File: src/hdl/tw_port_map.vh
// Register offsets, field positions, reset values and constants of tw_port.
`ifndef TW_PORT_MAP_VH
`define TW_PORT_MAP_VH

// ----------------------------------------------------------------------
// Register byte addresses
// ----------------------------------------------------------------------
`define TW_ADDR_CTRL 8'hE8
`define TW_ADDR_OWN 8'h9B
`define TW_ADDR_DATA 8'h9A
`define TW_ADDR_SPI 8'hF8
`define TW_ADDR_IEN 8'hA9
`define TW_ADDR_IE 8'hA8

// ----------------------------------------------------------------------
// Field positions
// ----------------------------------------------------------------------
`define TW_CTRL_DOUT 7
`define TW_CTRL_DEN 6
`define TW_CTRL_COUT 5
`define TW_CTRL_DIN 4
`define TW_CTRL_MSEL 3
`define TW_CTRL_IRST 2
`define TW_CTRL_TX 1
`define TW_CTRL_FLAG 0
`define TW_SPI_PSEL 5
`define TW_IEN_PORT 0
`define TW_IE_GLOBAL 7

// ----------------------------------------------------------------------
// Reset values and constants
// ----------------------------------------------------------------------
`define TW_RST_CTRL 8'h00
`define TW_RST_OWN 8'h55
`define TW_RST_DATA 8'h00
`define TW_RST_SPI 8'h00
`define TW_RST_IEN 8'h00
`define TW_RST_IE 8'h00
`define TW_INT_VECTOR 16'h003B
`define TW_BITS_PER_BYTE 4'h8

`endif

File: src/hdl/tw_port.v
// Two-wire port: software master pins and hardware slave with SFR access.
//
// Design decisions made here: the register offsets and strobed register access.
`timescale 1ns/1ps
`default_nettype none
`include "tw_port_map.vh"

// What this block does
// RULE_01: Master select set gives software master; cleared gives hardware slave.
// RULE_02: With data drive enable set, data pin follows the data-out bit.
// RULE_03: In master mode the clock pin is always driven from clock-out bit.
// RULE_04: Software releases data and toggles the clock bit to receive.
// RULE_05: Data pin level is captured into data-in on each clock rise; the code captures only while drive enable is clear.
// RULE_06: Software sequences START, address, acks, data and STOP as master.
// RULE_07: After reset the port is in hardware slave mode.
// RULE_08: Port works only while the peripheral select bit is clear.
// RULE_09: Slave matches own address and uses the data register both ways.
// RULE_10: Slave sets the byte flag after START, matching address and direction.
// RULE_11: Interrupt raised only with port enable and global enable set.
// RULE_12: Any data register read or write clears the byte flag.
// RULE_13: A second data access per interrupt halts until interface reset.
// RULE_14: With interrupts on, vector to the port address after each byte.
// RULE_15: First interrupt shows received address and direction in data reg.
// RULE_16: Direction bit mirrors master's read/write; set means slave sends.
// RULE_17: After valid address slave holds clock low until flag clears.
// RULE_18: Flag set per acknowledged byte; a not-acknowledged byte sets none.
// RULE_19: Flags continue for every acked byte until STOP or reset.
// RULE_20: STOP or not-acknowledge returns the slave to idle.
// RULE_21: Interface reset bit forces the slave to its idle state.
// RULE_22: Address and data interrupts are indistinguishable in hardware.
// RULE_23: Interface reset bit holds reset while set; software clears it.
// RULE_24: Data-in updates on clock edges only while drive enable is zero.
// RULE_25: Own address powers up with a default and stays writable.
module tw_port (
  input wire clk_sys,
  input wire nrst,
  input wire [7:0] regAddr,
  input wire [7:0] regWrData,
  input wire regWr,
  input wire regRd,
  output wire [7:0] regRdData,
  input wire sdaIn,
  output wire sdaOut,
  output wire sdaOe,
  input wire sclIn,
  output wire sclOut,
  output wire sclOe,
  output wire irq,
  output wire [15:0] intVector
);

  // --------------------------------------------------------------------
  // States
  // --------------------------------------------------------------------
  localparam [2:0] ST_IDLE = 3'h0;
  localparam [2:0] ST_ADDR = 3'h1;
  localparam [2:0] ST_ACK = 3'h2;
  localparam [2:0] ST_HOLD = 3'h3;
  localparam [2:0] ST_RBIT = 3'h4;
  localparam [2:0] ST_TBIT = 3'h5;
  localparam [2:0] ST_TACK = 3'h6;
  localparam [2:0] ST_HALT = 3'h7;

  function edgeOf;
    input prev;
    input cur;
    input rising;
    begin
      edgeOf = rising ? (!prev && cur) : (prev && !cur);
    end
  endfunction

  function isReg;
    input [7:0] addr;
    input [7:0] target;
    begin
      isReg = addr == target;
    end
  endfunction

  // --------------------------------------------------------------------
  // Pin synchronisers
  // --------------------------------------------------------------------
  // Stage one is read only by stage two; edges come from stages two and three.
  reg sdaS1_q, sdaS2_q, sdaS3_q;
  reg sclS1_q, sclS2_q, sclS3_q;

  always @(posedge clk_sys or negedge nrst) begin
    if (!nrst) begin
      sdaS1_q <= 1'b1;
      sdaS2_q <= 1'b1;
      sdaS3_q <= 1'b1;
      sclS1_q <= 1'b1;
      sclS2_q <= 1'b1;
      sclS3_q <= 1'b1;
    end else begin
      sdaS1_q <= sdaIn;
      sdaS2_q <= sdaS1_q;
      sdaS3_q <= sdaS2_q;
      sclS1_q <= sclIn;
      sclS2_q <= sclS1_q;
      sclS3_q <= sclS2_q;
    end
  end

  wire sclRise = edgeOf(sclS3_q, sclS2_q, 1'b1);
  wire sclFall = edgeOf(sclS3_q, sclS2_q, 1'b0);
  wire startSeen = sclS2_q && sclS3_q && edgeOf(sdaS3_q, sdaS2_q, 1'b0);
  wire stopSeen = sclS2_q && sclS3_q && edgeOf(sdaS3_q, sdaS2_q, 1'b1);

  // --------------------------------------------------------------------
  // Software registers
  // --------------------------------------------------------------------
  reg [7:0] ctrl_q;
  reg [7:0] ownAddr_q;
  reg [7:0] data_q, data_d;
  reg [7:0] spi_q;
  reg [7:0] ien_q;
  reg [7:0] ie_q;
  reg [7:0] rdData_q, rdData_d;
  reg flag_q, flag_d;
  reg txDir_q, txDir_d;
  reg din_q;
  reg accessed_q, accessed_d;

  wire masterMode = ctrl_q[`TW_CTRL_MSEL];
  wire ifaceRst = ctrl_q[`TW_CTRL_IRST];
  wire portOn = !spi_q[`TW_SPI_PSEL];
  wire dataAcc = (regWr || regRd) && isReg(regAddr, `TW_ADDR_DATA);
  wire slaveRun = portOn && !masterMode && !ifaceRst;

  // Reset values below put the port in slave mode.
  always @(posedge clk_sys or negedge nrst) begin
    if (!nrst) begin
      ctrl_q <= `TW_RST_CTRL; // [RULE_07]
      ownAddr_q <= `TW_RST_OWN; // [RULE_25]
      spi_q <= `TW_RST_SPI;
      ien_q <= `TW_RST_IEN;
      ie_q <= `TW_RST_IE;
    end else if (regWr) begin
      case (regAddr)
        `TW_ADDR_CTRL: ctrl_q[7:2] <= regWrData[7:2];
        `TW_ADDR_OWN: ownAddr_q <= regWrData; // [RULE_25]
        `TW_ADDR_SPI: spi_q <= regWrData;
        `TW_ADDR_IEN: ien_q <= regWrData;
        `TW_ADDR_IE: ie_q <= regWrData;
        default: ctrl_q <= ctrl_q;
      endcase
    end
  end

  // Data-in is a latch of the pin on clock rise with the driver off.
  // It also follows the pin in slave mode, so read it only as master.
  always @(posedge clk_sys or negedge nrst) begin
    if (!nrst) begin
      din_q <= 1'b0;
    end else if (sclRise && !ctrl_q[`TW_CTRL_DEN]) begin // [RULE_05] [RULE_24]
      din_q <= sdaS2_q;
    end
  end

  // Read data stand in the cycle after the strobe only.
  always @* begin
    rdData_d = 8'h00;
    if (regRd) begin
      case (regAddr)
        `TW_ADDR_CTRL: rdData_d = {ctrl_q[7:5], din_q, ctrl_q[3:2],
                                   txDir_q, flag_q}; // [RULE_22]
        `TW_ADDR_OWN: rdData_d = ownAddr_q;
        `TW_ADDR_DATA: rdData_d = data_q;
        `TW_ADDR_SPI: rdData_d = spi_q;
        `TW_ADDR_IEN: rdData_d = ien_q;
        `TW_ADDR_IE: rdData_d = ie_q;
        default: rdData_d = 8'h00;
      endcase
    end
  end

  // --------------------------------------------------------------------
  // Hardware slave
  // --------------------------------------------------------------------
  reg [2:0] state_q, state_d;
  reg [7:0] shift_q, shift_d;
  reg [3:0] bitCnt_q, bitCnt_d;
  reg drvLow_q, drvLow_d;
  reg flagSet;

  always @* begin
    state_d = state_q;
    shift_d = shift_q;
    bitCnt_d = bitCnt_q;
    drvLow_d = drvLow_q;
    txDir_d = txDir_q;
    flagSet = 1'b0;
    data_d = data_q;
    if (regWr && isReg(regAddr, `TW_ADDR_DATA)) begin
      data_d = regWrData;
    end
    if (!slaveRun) begin
      // Held idle while reset bit is set or master mode owns the pins.
      state_d = ST_IDLE; // [RULE_21] [RULE_23] [RULE_08]
      drvLow_d = 1'b0;
      bitCnt_d = 4'h0;
    end else if (state_q == ST_HALT) begin
      // A halted slave ignores START and STOP; only nrst, the reset bit, master mode or port off frees it.
      drvLow_d = 1'b0; // [RULE_13]
    end else if (dataAcc && accessed_q) begin
      state_d = ST_HALT; // [RULE_13]
      drvLow_d = 1'b0;
    end else if (stopSeen) begin
      state_d = ST_IDLE; // [RULE_20] [RULE_19]
      drvLow_d = 1'b0;
    end else if (startSeen) begin
      state_d = ST_ADDR; // [RULE_10]
      bitCnt_d = 4'h0;
      drvLow_d = 1'b0;
    end else begin
      case (state_q)
        ST_IDLE: begin
          drvLow_d = 1'b0;
        end
        ST_ADDR, ST_RBIT: begin
          if (sclRise) begin
            shift_d = {shift_q[6:0], sdaS2_q};
            bitCnt_d = bitCnt_q + 4'h1;
          end else if (sclFall && bitCnt_q == `TW_BITS_PER_BYTE) begin
            bitCnt_d = 4'h0;
            if (state_q == ST_RBIT ||
                shift_q[7:1] == ownAddr_q[6:0]) begin // [RULE_09]
              data_d = shift_q; // [RULE_15] [RULE_09]
              flagSet = 1'b1; // [RULE_10] [RULE_18]
              drvLow_d = 1'b1;
              state_d = ST_ACK;
              if (state_q == ST_ADDR) begin
                txDir_d = shift_q[0]; // [RULE_16]
              end
            end else begin
              state_d = ST_IDLE;
            end
          end
        end
        ST_ACK: begin
          if (sclFall) begin
            drvLow_d = 1'b0;
            state_d = ST_HOLD;
          end
        end
        ST_HOLD: begin
          // Clock stays low here until software has serviced the byte.
          if (!flag_q) begin // [RULE_17]
            if (txDir_q) begin
              shift_d = {data_q[6:0], 1'b0};
              drvLow_d = !data_q[7]; // [RULE_16]
              bitCnt_d = 4'h1;
              state_d = ST_TBIT;
            end else begin
              bitCnt_d = 4'h0;
              state_d = ST_RBIT;
            end
          end
        end
        ST_TBIT: begin
          // Each bit changes after a fall, so it is stable before the rise.
          if (sclFall) begin
            if (bitCnt_q == `TW_BITS_PER_BYTE) begin
              drvLow_d = 1'b0;
              state_d = ST_TACK;
            end else begin
              drvLow_d = !shift_q[7];
              shift_d = {shift_q[6:0], 1'b0};
              bitCnt_d = bitCnt_q + 4'h1;
            end
          end
        end
        ST_TACK: begin
          // The master's acknowledge decides whether another byte follows.
          if (sclRise) begin
            if (sdaS2_q) begin
              state_d = ST_IDLE; // [RULE_18] [RULE_20]
            end else begin
              flagSet = 1'b1; // [RULE_18] [RULE_19]
              state_d = ST_ACK;
            end
          end
        end
        default: state_d = ST_IDLE;
      endcase
    end
  end

  // Set wins over the clear from a data access in the same cycle.
  always @* begin
    flag_d = flag_q;
    accessed_d = accessed_q;
    if (!slaveRun) begin
      flag_d = 1'b0; // [RULE_21]
      accessed_d = 1'b0;
    end else if (flagSet) begin
      flag_d = 1'b1;
      accessed_d = 1'b0;
    end else if (dataAcc) begin
      flag_d = 1'b0; // [RULE_12]
      accessed_d = 1'b1; // [RULE_13]
    end
  end

  always @(posedge clk_sys or negedge nrst) begin
    if (!nrst) begin
      state_q <= ST_IDLE;
      shift_q <= 8'h00;
      bitCnt_q <= 4'h0;
      drvLow_q <= 1'b0;
      txDir_q <= 1'b0;
      flag_q <= 1'b0;
      accessed_q <= 1'b0;
      data_q <= `TW_RST_DATA;
      rdData_q <= 8'h00;
    end else begin
      state_q <= state_d;
      shift_q <= shift_d;
      bitCnt_q <= bitCnt_d;
      drvLow_q <= drvLow_d;
      txDir_q <= txDir_d;
      flag_q <= flag_d;
      accessed_q <= accessed_d;
      data_q <= data_d;
      rdData_q <= rdData_d;
    end
  end

  // --------------------------------------------------------------------
  // Pin drivers and interrupt
  // --------------------------------------------------------------------
  // Master mode drives the clock push-pull, and data too while drive enable is set; the slave only pulls low.
  reg sdaOut_q, sdaOe_q, sclOut_q, sclOe_q, irq_q;
  reg [15:0] vec_q;
  wire slaveHold = slaveRun && state_q == ST_HOLD && flag_q;

  always @(posedge clk_sys or negedge nrst) begin
    if (!nrst) begin
      sdaOut_q <= 1'b0;
      sdaOe_q <= 1'b0;
      sclOut_q <= 1'b0;
      sclOe_q <= 1'b0;
      irq_q <= 1'b0;
      vec_q <= `TW_INT_VECTOR;
    end else begin
      if (portOn && masterMode) begin // [RULE_01] [RULE_08]
        sdaOut_q <= ctrl_q[`TW_CTRL_DOUT]; // [RULE_02]
        sdaOe_q <= ctrl_q[`TW_CTRL_DEN]; // [RULE_02]
        sclOut_q <= ctrl_q[`TW_CTRL_COUT]; // [RULE_03]
        sclOe_q <= 1'b1; // [RULE_03]
      end else begin
        sdaOut_q <= 1'b0;
        sdaOe_q <= slaveRun && drvLow_q; // [RULE_01]
        sclOut_q <= 1'b0;
        sclOe_q <= slaveHold; // [RULE_17]
      end
      irq_q <= portOn && !masterMode && flag_q && ien_q[`TW_IEN_PORT] &&
               ie_q[`TW_IE_GLOBAL]; // [RULE_11] [RULE_14]
      vec_q <= `TW_INT_VECTOR; // [RULE_14]
    end
  end

  assign regRdData = rdData_q;
  assign sdaOut = sdaOut_q;
  assign sdaOe = sdaOe_q;
  assign sclOut = sclOut_q;
  assign sclOe = sclOe_q;
  assign irq = irq_q;
  assign intVector = vec_q;

endmodule
`default_nettype wire

File: config.mk
export PLATFORM = sky130hd
export DESIGN_NAME = tw_port
export DESIGN_NICKNAME = d
export VERILOG_FILES = /design/src/hdl/tw_port.v
export VERILOG_INCLUDE_DIRS = /design/src /design/src/hdl
export SDC_FILE = /design/constraint.sdc
export NUM_CORES = 1
export LEC_CHECK = 0
export BUFFER_PORTS_ARGS = -buffer_cell sky130_fd_sc_hd__buf_2
export CORE_MARGIN = 1
export CORE_UTILIZATION = 58
export CTS_CLUSTER_SIZE = 24
export DETAILED_ROUTE_END_ITERATION = 7
export PLACE_DENSITY_LB_ADDON = 0.12
export SYNTH_ARGS = -nofsm -noshare
export SYNTH_HDL_FRONTEND = slang
export SYNTH_SLANG_ARGS = --single-unit
File: constraint.sdc
create_clock -name clk_sys -period 2.84 [get_ports clk_sys]
set_clock_uncertainty 0.05 [all_clocks]
set_input_delay 0 -clock clk_sys [delete_from_list [all_inputs] [get_ports clk_sys]]
set_output_delay 0 -clock clk_sys [all_outputs]
set_load 0.01 [all_outputs]
* After elaboration in Yosys (flattened, before gate mapping)
Cells that the tools add are included.
Storage, ports and cells: flip-flop bits (word level) 85, input port bits 22, output and inout port bits 29, word-level logic and storage cells 204
Cells by class: $add $sub $neg 1, equal/unequal tests 45, mux-type cells 81, bitwise gates (word level) 5, reductions and logical operators 46
Operator list (number):
- $mux 8 | 16
- $ne 7x7->1 const B | 7
- $eq 8x8->1 const B | 6
- $pmux 8 s6 | 1
- $ne 6x6->1 const B | 7
- $mux 4 | 10
- $mux 3 | 12
- $mux 1 | 35
- $pmux 8 s3 | 1
- $logic_and 1x1->1 | 21
- $pmux 3 s6 | 1
- $ne 2x2->1 const B | 8
- $reduce_and 8->1 | 2
- $eq 3x3->1 const B | 4
- $ne 4x4->1 const B | 3
- $pmux 4 s3 | 1
- $reduce_and 11->1 | 1
- $logic_not 1->1 | 10
- $ne 10x3->1 const B | 1
- $ne 5x5->1 const B | 2
- $reduce_and 10->1 | 1
- $reduce_and 2->1 | 5
- $reduce_and 9->1 | 1
- $eq 7x7->1 | 1
- other kinds (14) | 21

* Longest topological paths before layout
depth in word-level cells 13, mapped depth 10, depth with buffers taken out 8

* Worst setup path after synthesis
OpenSTA, ideal clock, no wires.
path type flip-flop to flip-flop, start point register spi_q[5], end point register data_q[0], setup time 0.125 ns, arrival 1.976 ns, data required time 2.665 ns, setup slack 0.690 ns, stages on the path, launching flop included 7, path buffers 1, period minus slack after synthesis 2.150 ns, path through dfrtp_1 -> or3_1 -> buf_6 -> nor3b_4 -> nand2_2 -> nor3_4 -> mux2_2
On the way: word-level cells in the longest chain between the ends 4
RTL lines:
- from (decl) | line tw_port.v:117 | reg [7:0] spi_q;
- from (signal assigned) | line tw_port.v:137 | spi_q <= `TW_RST_SPI;
- from (signal assigned) | line tw_port.v:144 | `TW_ADDR_SPI: spi_q <= regWrData;
- $logic_not 1->1 | line tw_port.v:128 | wire portOn = !spi_q[`TW_SPI_PSEL];
- $logic_and 1x1->1 (2 in series) | line tw_port.v:130 | wire slaveRun = portOn && !masterMode && !ifaceRst;
- $mux 8 | line tw_port.v:199 | if (!slaveRun) begin
- named net data_d[0] | line tw_port.v:116 | reg [7:0] data_q, data_d;
- to (signal assigned) | line tw_port.v:316 | data_q <= `TW_RST_DATA;
- to (signal assigned) | line tw_port.v:326 | data_q <= data_d;
- to (decl) | line tw_port.v:116
The timed path passes the listed nets, and every way through them passes these cells. A chain may end at the register's enable or synchronous reset.

* Final worst setup path
Ends and elaborated chain as after synthesis.

==> metrics.sh <==
DETAIL_ROUTE.VIAS_PER_CELL=6.02
POWER.IR.VDD_WORST_V=0.000398
SYNTH_ASYNC_SR_FLOP_SHARE=1.00
CRIT_PATH_END_KIND='flop'
ROUTE.DETAILED.DRC=0
CRITICAL_PATH_CLASS='flop to flop'
SYN_INST=374
SYNTH.LIB_CELLS_USED.DISTINCT=61
LAYOUT_MIN_CYCLE_TIME_NS=2.43
SYNTH_AREA_IN_COMPOUND_GATES=0.139
PIN_COUNT=51
SYNTH_MUX_AREA_FRAC=0.174
PLACE_WORST_SETUP_SLACK_NS=0.432
CLK-INSERTION-DELAY-LATE_NS=0.35
GRT_FIRST_PASS_WIRELENGTH_MM=15.6
MAPPEDNETLISTAREA_UM2=4280
SYNTH_TOP_CELL_BY_AREA='sky130_fd_sc_hd__dfrtp_1'
RESULT_OF_THE_RUN='complete, no violations'
DRT-PASS1-ITER-COUNT=5
PLACE_AREA_UM2=4480
ROUTED_WIRE_LENGTH_PER_INSTANCE_UM=18.2
GRT_ANTENNA_BEFORE_REPAIR=0
POWER_DENSITY_nW_PER_UM2=627
FIN_CRIT_SH=0.855
FINAL_CORE_UTILIZATION=0.690
SYNTHESIS.YOSYS.WARNINGS=0
FMAXACHIEVABLE_GHz=0.412
POSTLAYOUTCELLAREA_UM2=4790
HTREE_NUM_LEVELS=3
TOP_CELLS_BY_INSTANCE_COUNT_AFTER_SYNTHESIS='sky130_fd_sc_hd__dfrtp_1 (74), sky130_fd_sc_hd__mux2_1 (38), sky130_fd_sc_hd__a21oi_1 (23), sky130_fd_sc_hd__nor2_1 (23), sky130_fd_sc_hd__mux2_2 (19)'
NUM_ROWS=30
SYNTH.TOP_CELL.AREA_SHARE=0.433
TOTAL_NUMBER_OF_CLOCK_TREE_SINKS=84
CLOCK_BUFFERS_CREATED_BY_TRITONCTS=9
WORSTPATHBUFFERINVERTERCOUNT=0
FP.DIEW_UM=87.9
POSTSYNTHAREAPERCELL_UM2=11.4
CRITICAL_PATH_PEAK_FANOUT=10
YOSYS_MOST_USED_DFF='sky130_fd_sc_hd__dfrtp_1'
HOLD_PATH_CLASS='primary input to flop'
CP-START-KIND='flop'
INSERTEDDIODECOUNT=0
DP_HPWL_MM=6.88
GLOBAL_ROUTE.OVERFLOW_TOTAL=0
FINALSETUPTNS_NS=0
SYNTH.YOSYS.SEQ_AREA_SHARE=0.495
POST_SYNTH_XOR_AREA_FRACTION=0.0164
FINALMAXSLEWVIOLATIONS=0
ENDPOINTS_FAILING_HOLD=0
POSTCTSRESIZEDCELLS=0
DRV.MAX_CAP_VIOLATION_COUNT=0
CRIT_REQUIRED_NS=3.02
SETUP-VIOLATIONS-FINAL=0
ROUTE.ANTENNA.REMAINING_NETS=0
INITIAL_UTILIZATION=0.616
COREAREA_UM2=6940
TIMING.CRITICAL_PATH.MAX_DELAY_FAMILY='simple AND/OR/NAND/NOR gates'
DIE-AREA_UM2=7720
MAXIMUM_NUMBER_OF_PINS_ON_ONE_NET_BEFORE_GLOBAL_ROUTE_REPAIR=85
NUMPORTBUFFERS=34
SYNTHTOLAYOUTAREAGROWTH_PCT=12.1
GP_ROUTABILITY_CONGESTION=0.925
CP_MAX_STAGE_DELAY_NS=0.57
CRITPATHARRIVALTIME_NS=2.61
SYNTH_EDF_COUNT=0
VIA_COUNT_OF_THE_FIRST_GLOBAL_ROUTING_PASS=3014
STANDBY_LEAKAGE_POWER_nW=2.32
COMBINATIONAL_FAMILY_WITH_THE_MOST_AREA_AFTER_SYNTHESIS='multiplexers'
FP.DIEH_UM=87.9
DRIVE_ABOVE_1_SHARE=0.215
CLKTRANSATPATHREGS_NS=0.08
SYNTHSIMPLEGATEAREAFRAC=0.122
GLOBALROUTETOTALUTIL=0.273
DRT_FIRST_ITER_VIOLATIONS=334
TOTAL_ROUTED_LENGTH_MM=9.54
SYNTH_SEQ_CELLS=84
CLK_PATH_BUF_DEPTH=2
WORST_PATH_MAX_DELAY_CELL='sky130_fd_sc_hd__or3_1'
MAX_SLEW.WORST_PIN.SLEW_NS=1.01
TRITONCTS='yes'
DR_TOTAL_VIAS=3155
SYNTHMOSTINSTANTIATEDCELL='sky130_fd_sc_hd__dfrtp_1'
SYNTH-ADDER-AREA-SHARE=0.00585
CLOCK-ROOT-BUFFER='sky130_fd_sc_hd__clkbuf_8'
WORSTPATHCELLLIST='or3_1 > nor3b_4 > nand2_2 > nor3_4 > mux2_2'
TIMING.FINAL.WS_SETUP_NS=0.411
FINAL_NETS=447
POST_SYNTH_MAIN_AREA_CONTRIBUTORS='sky130_fd_sc_hd__dfrtp_1 (43%), sky130_fd_sc_hd__mux2_1 (10%), sky130_fd_sc_hd__dfstp_2 (6.1%), sky130_fd_sc_hd__mux2_2 (5.0%), sky130_fd_sc_hd__buf_4 (2.8%)'
RSZ_0062_RAISED_AFTER_GLOBAL_ROUTING='false'
SLEW-LIMIT-HEADROOM=0.325
placed cells by master, fill, tap and decap left out, drive strengths merged, types with 3 or more instances in the layout:
cell,count
dfrtp,74
mux2,57
buf,39
a21oi,24
nor2,23
conb,16
o21ai,15
nand2,13
clkbuf,12
dlygate4sd3,12
mux2i,10
dfstp,10
nand2b,9
nor3,9
a21boi,8
inv,7
nor2b,7
a22oi,7
a222oi,6
xnor2,5
and2,5
and3,4
nand3,4
or3,3
xor2,3
nand3b,3
a32oi,3
a31oi,3
clkinv,3
tightest hold or removal path: stages:
cell and delay, ns:
sky130_fd_sc_hd__buf_2 0.17, sky130_fd_sc_hd__nor2_1 0.08, sky130_fd_sc_hd__o21ai_0 0.16, sky130_fd_sc_hd__a21oi_1 0.07
report_power, final:
part           leakage [nW]  internal (mW)  switching, mW
combinational          1.12          0.311          0.368
clock                0.0982          0.385          0.403
sequential             1.10           1.34          0.196
total                  2.32           2.04          0.967
sequential cells by signal, indices dropped and copies added (netlist names), 3 cells and up:
name and flops:
bitCnt_q 4, ctrl_q 5, data_q 8, ie_q 8, ien_q 8, ownAddr_q 8
regRdData 8, shift_q 8, spi_q 8, state_q 3
timing repair:
action	CTS	global route
hold endpoints to repair	122	0
setup buffers	0	0
hold buffers	12	0
kinds of logic after synthesis:
kind of cell             after synthesis
multiplexers                          67
AND/OR/NAND/NOR                       90
AO/OA/AOI/OAI                         87
adder cells (fa/ha/maj)                2
XOR/XNOR                               8
buffers and inverters                 34
flip-flops                            84
other                                  2
final timing paths:
kind	start	endpoint	slack, ns	depth (start not counted)
setup / recovery	spi_q[5]	data_q[0]	0.41	5
hold / removal	regWr	flag_q	0.12	4
setup reg to reg	spi_q[5]	data_q[0]	0.41	5
max in group asynchronous	nrst	data_q[3]	1.77	2
hold reg to reg	sdaS1_q	sdaS2_q	0.31	0
min in group asynchronous	nrst	bitCnt_q[0]	0.34	2
per-stage QoR:
step / total power [mW] / cells / hold slack, ns
3_5_place_dp: 2.22 / 496 / 0.0565
4_1_cts: 3.03 / 524 / 0.109
5_1_grt: 3.19 / 524 / 0.139
6_report: 3.00 / 524 / 0.122
3_3_place_gp: 2.19 / 496 / 0.0564
2_1_floorplan: 2.03 / 388 / -0.346
final cells by class:
| class | count | area [µm²] |
|---|---|---|
| fill | 524 | 2150 |
| sequential | 84 | 2110 |
| multi-input combinational | 270 | 2010 |
| timing repair buffer | 51 | 330 |
| clock buffer | 12 | 165 |
| tap | 96 | 120 |
| inverter | 7 | 26.3 |
| clock inverter | 4 | 22.5 |
layer usage:
layer	global-route usage	part of all wire	up-vias
met5	0	0	-
met4	0.0954	0.019	0
met3	0.0631	0.061	16
met2	0.413	0.47	123
met1	0.387	0.46	1564
li1	-	-	1452
No activity file was read; power rests on OpenSTA's default activity.
